<file path="config.mk">
export PLATFORM = sky130hd
export DESIGN_NAME = fpec_top
export DESIGN_NICKNAME = d
export VERILOG_FILES = /design/src/verilog/fpec_top.v /design/src/verilog/fpec_fifo.v
export VERILOG_INCLUDE_DIRS = /design/src /design/src/verilog
export SDC_FILE = /design/constraint.sdc
export NUM_CORES = 2
export LEC_CHECK = 0
export ABC_AREA = 1
export BUFFER_PORTS_ARGS = -buffer_cell sky130_fd_sc_hd__buf_2
export CAP_MARGIN = 5
export CORE_MARGIN = 2
export CORE_UTILIZATION = 51
export CTS_BUF_LIST = sky130_fd_sc_hd__clkbuf_8
export DETAILED_ROUTE_END_ITERATION = 7
export PLACE_DENSITY = 0.69
export SYNTH_ARGS = -nofsm -noshare
export SYNTH_HDL_FRONTEND = slang
export SYNTH_SLANG_ARGS = --single-unit
</file>
<file path="constraint.sdc">
create_clock -name CLK -period 4.6 [get_ports CLK]
set_input_delay 0.23 -clock CLK [delete_from_list [all_inputs] [get_ports CLK]]
set_output_delay 0.23 -clock CLK [all_outputs]
set_load 0.005 [all_outputs]
</file>
<file path="src/verilog/fpec_regs.vh">
// Purpose: shared constants for the flash page ecc corrector
// Assumes: included by fpec_top.v and fpec_fifo.v
// Notes:   definitions only
`ifndef FPEC_REGS_VH
`define FPEC_REGS_VH
`define FPEC_DATA_W      32
`define FPEC_FIFO_DEPTH  16
`define FPEC_STR_MAX     5'h14
`define FPEC_PAR_BIT     31
`define FPEC_LOC_W       16
`define FPEC_MODE_DEC    2'h0
`define FPEC_MODE_ENC    2'h1
`define FPEC_MEM_IDLE    2'h0
`define FPEC_MEM_REQ     2'h1
`define FPEC_MEM_RD      2'h2
`define FPEC_OP_STORE    2'h0
`define FPEC_OP_FETCH    2'h1
`define FPEC_OP_RMW      2'h2
`endif

</file>
<file path="src/verilog/fpec_top.v">
// Purpose: flash page ecc corrector, syndrome/locate/correct pipeline
// Assumes: one 100 MHz clock; memory port answers reads after a grant
// Notes:   locator is a single-error position code per unit
`timescale 1ns/100ps
`include "fpec_regs.vh"
module fpec_top #(
  parameter BW_W = 11
) (
  // clock and reset
  input  wire             CLK,
  input  wire             RESET_N,
  // page command, sampled on START
  input  wire             START,
  input  wire [1:0]       MODE,
  input  wire             SRC_MEM,
  input  wire             FIRST_ONLY,
  input  wire [4:0]       STRENGTH,
  input  wire [7:0]       META_BYTES,
  input  wire             META_OWN,
  input  wire [BW_W-1:0]  BLOCK_WORDS,
  input  wire [7:0]       BLOCK_COUNT,
  input  wire [31:0]      SRC_ADDR,
  input  wire [31:0]      DST_ADDR,
  // media word stream
  input  wire             MEDIA_VALID,
  input  wire [31:0]      MEDIA_DATA,
  output reg              MEDIA_READY,
  // memory master
  output reg              MEM_REQ,
  output reg              MEM_WE,
  output reg  [31:0]      MEM_ADDR,
  output reg  [31:0]      MEM_WDATA,
  input  wire             MEM_GNT,
  input  wire             MEM_RVALID,
  input  wire [31:0]      MEM_RDATA,
  // status
  output reg              BUSY,
  output reg              DONE,
  output reg              STAT_VALID,
  output reg  [7:0]       STAT_INDEX,
  output reg  [4:0]       STAT_COUNT,
  output reg              STAT_UNCORR
);
  // xor of the indices of all set bits in a word
  function [4:0] bit_loc;
    input [31:0] w;
    integer i;
    begin
      bit_loc = 5'h00;
      for (i = 0; i < 32; i = i + 1) begin
        if (w[i]) begin
          bit_loc = bit_loc ^ i[4:0];
        end
      end
    end
  endfunction

  // parity bit and position code of one word at index idx
  function [16:0] word_syn;
    input [31:0]     w;
    input [BW_W-1:0] idx;
    begin
      word_syn = {^w, (^w ? idx : {BW_W{1'b0}}), bit_loc(w)};
    end
  endfunction

  reg              run_q;
  reg              enc_q;
  reg              src_mem_q;
  reg  [3:0]       pw_q;
  reg  [7:0]       units_q;
  reg  [7:0]       unit_q;
  reg  [BW_W-1:0]  len0_q;
  reg  [BW_W-1:0]  lenn_q;
  reg  [BW_W-1:0]  wcnt_q;
  reg              in_par_q;
  reg  [3:0]       pcnt_q;
  reg  [16:0]      acc_q;
  reg  [31:0]      ubase_q;
  reg  [31:0]      wr_addr_q;
  reg  [31:0]      src_addr_q;
  reg  [19:0]      fetch_left_q;
  reg              kes_v_q;
  reg              kes_chk_q;
  reg  [16:0]      kes_syn_q;
  reg  [31:0]      kes_base_q;
  reg  [BW_W-1:0]  kes_len_q;
  reg  [7:0]       kes_idx_q;
  reg              cs_v_q;
  reg  [31:0]      cs_addr_q;
  reg  [31:0]      cs_mask_q;
  reg  [1:0]       ms_q;
  reg  [1:0]       op_q;

  wire             f_in_valid;
  wire             f_in_ready;
  wire             f_out_valid;
  wire [31:0]      f_out_data;
  wire [4:0]       f_count;
  wire             fetch_push;
  wire [BW_W-1:0]  ulen;
  wire             last_word;
  wire             last_par;
  wire [16:0]      acc_nx;
  wire             ing_on;
  wire             sel_rmw;
  wire             sel_emit;
  wire             sel_store;
  wire             sel_chk;
  wire             sel_fetch;
  wire             kes_go;
  wire [BW_W-1:0]  err_word;
  wire             err_one;
  wire             page_end;
  wire [4:0]       str_c;
  wire [BW_W-1:0]  mw_c;
  wire             mown_c;
  wire [7:0]       nblk_c;
  wire [7:0]       nun_c;
  wire [19:0]      tot_c;

  // command decode at start
  assign str_c  = (STRENGTH > `FPEC_STR_MAX) ? `FPEC_STR_MAX : {STRENGTH[4:1], 1'b0};
  assign mw_c   = {{(BW_W-6){1'b0}}, META_BYTES[7:2]} + {{(BW_W-1){1'b0}}, |META_BYTES[1:0]};
  assign mown_c = META_OWN && (mw_c != {BW_W{1'b0}});
  // encode ignores first-only: no partial page on the write side
  assign nblk_c = (FIRST_ONLY && MODE != `FPEC_MODE_ENC) ? 8'h01 : BLOCK_COUNT;
  assign nun_c  = nblk_c + {7'h00, mown_c};
  assign tot_c  = {{(20-BW_W){1'b0}}, mw_c} + nblk_c * BLOCK_WORDS
                + ((MODE != `FPEC_MODE_ENC) ? nun_c * str_c[4:1] : 20'h00000);

  assign ulen      = (unit_q == 8'h00) ? len0_q : lenn_q;
  assign last_word = (wcnt_q == ulen - 1'b1);
  assign last_par  = (pcnt_q == pw_q - 1'b1);
  assign acc_nx    = acc_q ^ word_syn(f_out_data, wcnt_q);
  assign ing_on    = run_q && (unit_q != units_q);
  assign page_end  = run_q && !ing_on && !kes_v_q && !cs_v_q && !in_par_q
                   && (ms_q == `FPEC_MEM_IDLE);

  // memory arbitration: correction first so the pipeline drains
  assign sel_rmw   = cs_v_q;
  assign sel_emit  = !sel_rmw && in_par_q && enc_q;
  assign sel_store = !sel_rmw && !sel_emit && ing_on && !in_par_q
                   && f_out_valid && !kes_v_q;
  assign sel_chk   = !sel_rmw && ing_on && in_par_q && !enc_q
                   && f_out_valid && !kes_v_q;
  assign sel_fetch = !sel_rmw && !sel_emit && !sel_store && src_mem_q
                   && (fetch_left_q != 20'h00000) && f_in_ready;

  assign fetch_push = (ms_q == `FPEC_MEM_RD) && (op_q == `FPEC_OP_FETCH) && MEM_RVALID;
  assign f_in_valid = src_mem_q ? fetch_push : (MEDIA_VALID && MEDIA_READY);

  fpec_fifo #(
    .W  (32),
    .D  (`FPEC_FIFO_DEPTH),
    .AW (4)
  ) u_fifo (
    .clk       (CLK),
    .reset_n   (RESET_N),
    .in_valid  (f_in_valid),
    .in_ready  (f_in_ready),
    .in_data   (src_mem_q ? MEM_RDATA : MEDIA_DATA),
    .out_valid (f_out_valid),
    .out_ready ((ms_q == `FPEC_MEM_IDLE) && (sel_store || sel_chk)),
    .out_data  (f_out_data),
    .count     (f_count)
  );

  // locator: odd parity with an in-range position is one bit error
  assign kes_go   = kes_v_q && !cs_v_q;
  assign err_word = kes_syn_q[15:5];
  assign err_one  = kes_syn_q[16] && (err_word < kes_len_q);

  always @(posedge CLK or negedge RESET_N) begin
    if (!RESET_N) begin
      run_q        <= 1'b0;
      enc_q        <= 1'b0;
      src_mem_q    <= 1'b0;
      pw_q         <= 4'h0;
      units_q      <= 8'h00;
      unit_q       <= 8'h00;
      len0_q       <= {BW_W{1'b0}};
      lenn_q       <= {BW_W{1'b0}};
      wcnt_q       <= {BW_W{1'b0}};
      in_par_q     <= 1'b0;
      pcnt_q       <= 4'h0;
      acc_q        <= 17'h00000;
      ubase_q      <= 32'h00000000;
      wr_addr_q    <= 32'h00000000;
      src_addr_q   <= 32'h00000000;
      fetch_left_q <= 20'h00000;
      kes_v_q      <= 1'b0;
      kes_chk_q    <= 1'b0;
      kes_syn_q    <= 17'h00000;
      kes_base_q   <= 32'h00000000;
      kes_len_q    <= {BW_W{1'b0}};
      kes_idx_q    <= 8'h00;
      cs_v_q       <= 1'b0;
      cs_addr_q    <= 32'h00000000;
      cs_mask_q    <= 32'h00000000;
      ms_q         <= `FPEC_MEM_IDLE;
      op_q         <= `FPEC_OP_STORE;
      MEDIA_READY  <= 1'b0;
      MEM_REQ      <= 1'b0;
      MEM_WE       <= 1'b0;
      MEM_ADDR     <= 32'h00000000;
      MEM_WDATA    <= 32'h00000000;
      BUSY         <= 1'b0;
      DONE         <= 1'b0;
      STAT_VALID   <= 1'b0;
      STAT_INDEX   <= 8'h00;
      STAT_COUNT   <= 5'h00;
      STAT_UNCORR  <= 1'b0;
    end else begin
      DONE        <= 1'b0;
      STAT_VALID  <= 1'b0;
      BUSY        <= run_q;
      // two words of margin since ready is registered
      MEDIA_READY <= ing_on && !src_mem_q && (f_count <= 5'h0e);
      if (!run_q && START) begin
        run_q        <= 1'b1;
        enc_q        <= (MODE == `FPEC_MODE_ENC);
        src_mem_q    <= SRC_MEM;
        pw_q         <= str_c[4:1];
        units_q      <= nun_c;
        unit_q       <= 8'h00;
        // metadata leads the page, alone or ahead of block 0
        len0_q       <= mown_c ? mw_c : mw_c + BLOCK_WORDS;
        lenn_q       <= BLOCK_WORDS;
        wcnt_q       <= {BW_W{1'b0}};
        acc_q        <= 17'h00000;
        wr_addr_q    <= DST_ADDR;
        src_addr_q   <= SRC_ADDR;
        fetch_left_q <= SRC_MEM ? tot_c : 20'h00000;
      end
      if (page_end) begin
        run_q <= 1'b0;
        DONE  <= 1'b1;
      end
      // locate stage
      if (kes_go) begin
        kes_v_q     <= 1'b0;
        STAT_VALID  <= 1'b1;
        STAT_INDEX  <= kes_idx_q;
        STAT_COUNT  <= 5'h00;
        STAT_UNCORR <= 1'b0;
        if (kes_chk_q && kes_syn_q != 17'h00000) begin
          if (err_one) begin
            cs_v_q     <= 1'b1;
            cs_addr_q  <= kes_base_q + {{(30-BW_W){1'b0}}, err_word, 2'b00};
            cs_mask_q  <= 32'h00000001 << kes_syn_q[4:0];
            STAT_COUNT <= 5'h01;
          end else begin
            STAT_UNCORR <= 1'b1;
          end
        end
      end
      case (ms_q)
        `FPEC_MEM_IDLE: begin
          if (sel_rmw) begin
            MEM_REQ  <= 1'b1;
            MEM_WE   <= 1'b0;
            MEM_ADDR <= cs_addr_q;
            op_q     <= `FPEC_OP_RMW;
            ms_q     <= `FPEC_MEM_REQ;
          end else if (sel_emit) begin
            MEM_REQ   <= 1'b1;
            MEM_WE    <= 1'b1;
            MEM_ADDR  <= wr_addr_q;
            MEM_WDATA <= (pcnt_q == 4'h0) ? {acc_q[16], 15'h0000, acc_q[15:0]} : 32'h00000000;
            wr_addr_q <= wr_addr_q + 32'h00000004;
            op_q      <= `FPEC_OP_STORE;
            ms_q      <= `FPEC_MEM_REQ;
            pcnt_q    <= pcnt_q + 4'h1;
            if (last_par) begin
              in_par_q <= 1'b0;
              acc_q    <= 17'h00000;
              unit_q   <= unit_q + 8'h01;
            end
          end else if (sel_store) begin
            MEM_REQ   <= 1'b1;
            MEM_WE    <= 1'b1;
            MEM_ADDR  <= wr_addr_q;
            MEM_WDATA <= f_out_data;
            wr_addr_q <= wr_addr_q + 32'h00000004;
            op_q      <= `FPEC_OP_STORE;
            ms_q      <= `FPEC_MEM_REQ;
            acc_q     <= acc_nx;
            wcnt_q    <= last_word ? {BW_W{1'b0}} : wcnt_q + 1'b1;
            if (wcnt_q == {BW_W{1'b0}}) begin
              ubase_q <= wr_addr_q;
            end
            if (last_word) begin
              if (pw_q != 4'h0) begin
                in_par_q <= 1'b1;
                pcnt_q   <= 4'h0;
              end else begin
                // strength zero: report only when decoding, never check
                acc_q      <= 17'h00000;
                unit_q     <= unit_q + 8'h01;
                kes_v_q    <= !enc_q;
                kes_chk_q  <= 1'b0;
                kes_syn_q  <= 17'h00000;
                kes_idx_q  <= unit_q;
              end
            end
          end else if (sel_chk) begin
            pcnt_q <= pcnt_q + 4'h1;
            if (pcnt_q == 4'h0) begin
              acc_q <= acc_q ^ {f_out_data[`FPEC_PAR_BIT], f_out_data[15:0]};
            end
            if (last_par) begin
              // whole unit in hand before locating starts
              in_par_q   <= 1'b0;
              acc_q      <= 17'h00000;
              unit_q     <= unit_q + 8'h01;
              kes_v_q    <= 1'b1;
              kes_chk_q  <= 1'b1;
              kes_syn_q  <= (pcnt_q == 4'h0) ?
                            acc_q ^ {f_out_data[`FPEC_PAR_BIT], f_out_data[15:0]} : acc_q;
              kes_base_q <= ubase_q;
              kes_len_q  <= ulen;
              kes_idx_q  <= unit_q;
            end
          end else if (sel_fetch) begin
            MEM_REQ  <= 1'b1;
            MEM_WE   <= 1'b0;
            MEM_ADDR <= src_addr_q;
            op_q     <= `FPEC_OP_FETCH;
            ms_q     <= `FPEC_MEM_REQ;
          end
        end
        `FPEC_MEM_REQ: begin
          if (MEM_GNT) begin
            MEM_REQ <= 1'b0;
            if (MEM_WE) begin
              ms_q <= `FPEC_MEM_IDLE;
              if (op_q == `FPEC_OP_RMW) begin
                cs_v_q <= 1'b0;
              end
            end else begin
              ms_q <= `FPEC_MEM_RD;
            end
          end
        end
        `FPEC_MEM_RD: begin
          if (MEM_RVALID) begin
            if (op_q == `FPEC_OP_RMW) begin
              MEM_REQ   <= 1'b1;
              MEM_WE    <= 1'b1;
              MEM_WDATA <= MEM_RDATA ^ cs_mask_q;
              ms_q      <= `FPEC_MEM_REQ;
            end else begin
              src_addr_q   <= src_addr_q + 32'h00000004;
              fetch_left_q <= fetch_left_q - 20'h00001;
              ms_q         <= `FPEC_MEM_IDLE;
            end
          end
        end
        default: begin
          ms_q <= `FPEC_MEM_IDLE;
        end
      endcase
    end
  end
endmodule // fpec_top

</file>
<file path="src/verilog/fpec_fifo.v">
// Purpose: data buffer between the word source and the memory writer
// Assumes: single clock, asynchronous active-low reset
// Notes:   push needs in_ready, pop needs out_valid
`timescale 1ns/100ps
`include "fpec_regs.vh"
module fpec_fifo #(
  parameter W  = `FPEC_DATA_W,
  parameter D  = `FPEC_FIFO_DEPTH,
  parameter AW = 4
) (
  // clock and reset
  input  wire          clk,
  input  wire          reset_n,
  // fill side
  input  wire          in_valid,
  output wire          in_ready,
  input  wire [W-1:0]  in_data,
  // drain side
  output wire          out_valid,
  input  wire          out_ready,
  output wire [W-1:0]  out_data,
  // fill level
  output wire [AW:0]   count
);
  reg [W-1:0]  mem_q [0:D-1];
  reg [AW-1:0] wp_q;
  reg [AW-1:0] rp_q;
  reg [AW:0]   cnt_q;
  wire         push;
  wire         pop;

  assign in_ready  = (cnt_q != D[AW:0]);
  assign out_valid = (cnt_q != {(AW+1){1'b0}});
  assign out_data  = mem_q[rp_q];
  assign count     = cnt_q;
  assign push      = in_valid && in_ready;
  assign pop       = out_valid && out_ready;

  always @(posedge clk) begin
    if (push) begin
      mem_q[wp_q] <= in_data;
    end
  end

  always @(posedge clk or negedge reset_n) begin
    if (!reset_n) begin
      wp_q  <= {AW{1'b0}};
      rp_q  <= {AW{1'b0}};
      cnt_q <= {(AW+1){1'b0}};
    end else begin
      if (push) begin
        wp_q <= (wp_q == D[AW-1:0] - 1'b1) ? {AW{1'b0}} : wp_q + 1'b1;
      end
      if (pop) begin
        rp_q <= (rp_q == D[AW-1:0] - 1'b1) ? {AW{1'b0}} : rp_q + 1'b1;
      end
      cnt_q <= cnt_q + {{AW{1'b0}}, push} - {{AW{1'b0}}, pop};
    end
  end
endmodule // fpec_fifo

</file>
==> impl_metrics.py <==
metrics = {
    "outcome": {
        "status": "complete, but fails checks",
        "violations": "negative setup slack",
    },
    "yosys": {
        "yosysMostFrequentCell": "nand2_1",
        "ys.warnings.count": 0,
        "ys_seq_area_share_pct": 51.0,
        "synthTopCellsByArea": "edfxtp_1 30%, dfrtp_1 21%, nand2_1 13%",
        "yosys.area.top_type": "edfxtp_1",
        "synth.distinct_cells": 70,
        "async_reset_ff_share_pct": 45.4,
        "synth_top_area_share_pct": 30.1,
        "synth_ff_type": "edfxtp_1",
        "netlist_instances": 5857,
        "synth-seq-cells": 938,
        "synth_edf_count": 512,
        "syn_avg_cell_area_um2": 8.71,
        "synth_common_cells": "1740 x nand2_1, 544 x inv_1, 543 x nor2_1, 512 x edfxtp_1, 434 x o21ai_0",
        "synthesis.area_um2": 51000,
    },
    "power_and_ir_drop": {
        "pwr-share-comb_pct": 54.8,
        "p_sw_share_pct": 46.5,
        "pwr-share-clk_pct": 16.2,
        "ir_drop_v": 0.000554,
        "p_seq_share_pct": 29.0,
        "switchingPower_uw": 19900,
        "intPower_uw": 22800,
        "power_density_nw_per_um2": 700,
        "leakage_uw": 0.0278,
    },
    "floorplanning": {
        "die_w_um": 320,
        "core_um2": 99600,
        "start_util_pct": 51.2,
        "die_area_um2": 103000,
        "io_pins": 255,
        "rows": 116,
        "die_y_um": 320,
    },
    "drt": {
        "vias": 43600,
        "drt_first_pass_iters": 6,
        "route.detailed.drc": 0,
        "wirelength_mm": 154,
        "ant_nets": 0,
        "drt_iter0_markers": 4624,
        "vias_per_cell": 5.49,
        "post_drt_wl_per_cell_um": 19.4,
    },
    "final_layout": {
        "num-fill-cells": 8366,
        "utilization_pct": 61.2,
        "drive_gt1_share_pct": 17.3,
        "nets": 6923,
        "syn2layout_area_growth_pct": 19.4,
    },
    "global_routing": {
        "grt_pass1_wl_mm": 236,
        "overflow": 0,
        "grt_start_max_net_pins": 200,
        "grt_usage_pct": 29.8,
        "antenna_found_initial": 4,
        "grt_pass1_vias": 42100,
    },
    "worst_setup_path": {
        "cp_slowest_cell": "fa_1",
        "cp_data_arrival_time_ps": 8780,
        "worstSetupPathType": "in -> reg",
        "worst-endpoint-required_ps": 5250,
        "r2r_slack_ps": 610,
        "critPathMaxFanout": 4,
        "cpMostUsedCell": "buf_4",
        "ff2ff_path_depth": 23,
        "rr_startpoint": "u_fifo.rp_q[1]",
        "cpPeakStageDelay_ps": 520,
        "timing.rr.end": "acc_q[12]",
        "critPathCaptureType": "register",
        "crit_path_start_kind": "input port",
    },
    "timing": {
        "timing.setup.tns_ps": -48810,
        "fmax_ghz": 0.123,
        "rsz0062_at_grt": "true",
        "min_period_ps": 8130,
        "holdWs_ps": 56.6,
        "finalHoldViolCount": 0,
        "tightest_slew_ps": 1140,
        "setup_viol_count_final": 17,
        "final-max-slew-violation-count": 0,
        "slew-limit-headroom_pct": 23.9,
        "setup_ws_ps": -3530,
        "min_period_over_period_pct": 177,
        "fin_worst_skew_ps": 63.7,
    },
    "placed_design": {
        "port_buffers": 250,
        "pre_cts_ws_ps": -4250,
        "gp_congestion": 0.917,
        "dpl.hpwl_mm": 101,
    },
    "clock_tree": {
        "clkTransAtPathRegs_ps": 60,
        "cts_tree": "built",
        "cts_buffers": 156,
        "cts.sinks": 938,
        "cts_buffer_depth": 3,
        "root_buffer": "clkbuf_8",
        "htree_levels": 4,
        "worstSkewPairLatency_ps": 860,
    },
    "worst_hold_path": {
        "min_path_type": "in -> async",
    },
    "flow_run": {
        "drv_cap": 0,
    },
}
## area by class of cell
cell class | instances | area, um2 | area share, %
flip-flops and latches | 938 | 26000 | 42.8
multi-input cells | 4074 | 22400 | 36.8
repair buffers | 767 | 5670 | 9.31
clock buffers | 176 | 2420 | 3.98
inverters | 596 | 2250 | 3.69
well taps | 1298 | 1620 | 2.67
clock inverters | 91 | 467 | 0.766
diodes | 2 | 5.00 | 0.00822
## metal layers
| metal | routed length (um) | track usage, % |
|---|---|---|
| met5 | 11 | 0 |
| met4 | 5550 | 11.5 |
| met3 | 15100 | 6.64 |
| met2 | 69000 | 46.1 |
| met1 | 64400 | 41.1 |
## power by group through the flow
| stage | Sequential [uW] | Clock [uW] | Combinational (uW) |
|---|---|---|---|
| floorplan | 12100 | 0 | 15000 |
| global placement | 12400 | 0 | 21000 |
| detailed placement | 12500 | 0 | 21400 |
| CTS | 12300 | 7040 | 22400 |
| global route | 12500 | 7410 | 25800 |
| finish | 12400 | 6930 | 23400 |
## cells by family after synthesis
logic type	share of synthesized area, %
compound gates	9.78
xor+xnor	2.70
simple gates	22.1
fa+ha+maj	6.64
other cells	0.00735
mux	0.792
buf+inv	6.96
flops	51.0
## layout by cell type (no fill, tap or decap), types with 27 or more instances in the layout
cell           instances
nand2_2               46
a21oi_1              189
o211ai_1              35
inv_1                587
inv_2                 48
dlygate4sd3_1        133
a31oi_1               31
nand4_1               27
o21ai_0              412
mux2_2                35
nand3_1              297
ha_1                 109
o22ai_1               37
xnor2_1               53
edfxtp_1             512
nor2_1               511
clkinv_1              27
nor3_1                33
buf_4                354
clkbuf_8             176
buf_2                248
xor2_1               101
o21ai_1               51
nand2_1             1721
dfrtp_1              425
fa_1                  82
## through the flow
stage	area (um2)	cells	power [uW]
final	60900	7942	42700
after global routing	60900	7941	45700
after CTS	60500	7922	41700
after detailed placement	55300	7429	33800
after global placement	55300	7429	33400
after floorplan	51400	5860	27000
## critical path: cells and delay by family
family                   cells  cell delay [ps]
buffers and inverters       26             3040
AND/OR/NAND/NOR             17             1950
AO/OA/AOI/OAI                5              810
adder cells (fa/ha/maj)      8             2560
XOR/XNOR                     1              160
## flip-flops by register name (all words and copies together) (netlist names), 8 cells and up, named ones only
register,flops
kes_len_q,11
kes_idx_q,8
units_q,8
STAT_INDEX,8
len0_q,11
fetch_left_q,20
kes_syn_q,17
u_fifo.mem_q,512
wcnt_q,11
ubase_q,32
lenn_q,11
cs_mask_q,32
kes_base_q,32
unit_q,8
src_addr_q,32
MEM_WDATA,32
cs_addr_q,32
acc_q,17
MEM_ADDR,32
wr_addr_q,32
## how the worst max path moves through the flow
stage	slack [ps]	to	start	cells after the start
6_report	-3530	fetch_left_q[13]	META_BYTES[0]	57
5_1_grt	-3850	fetch_left_q[16]	META_BYTES[0]	54
4_1_cts	-3190	fetch_left_q[16]	META_BYTES[0]	58
3_5_place_dp	-4250	fetch_left_q[16]	META_BYTES[1]	55
3_3_place_gp	-4180	fetch_left_q[16]	META_BYTES[1]	55
2_1_floorplan	-3660	fetch_left_q[16]	META_BYTES[1]	54
## timing repair
| item | 4_1_cts | 5_1_grt |
|---|---|---|
| pin swaps | 56 | 81 |
| setup endpoints to repair | 17 | 17 |
| gates resized for setup | 70 | 65 |
| hold buffers | 133 | 0 |
| hold endpoints to repair | 474 | 0 |
| setup buffers | 97 | 20 |
Power figures use the tool's default switching activity.
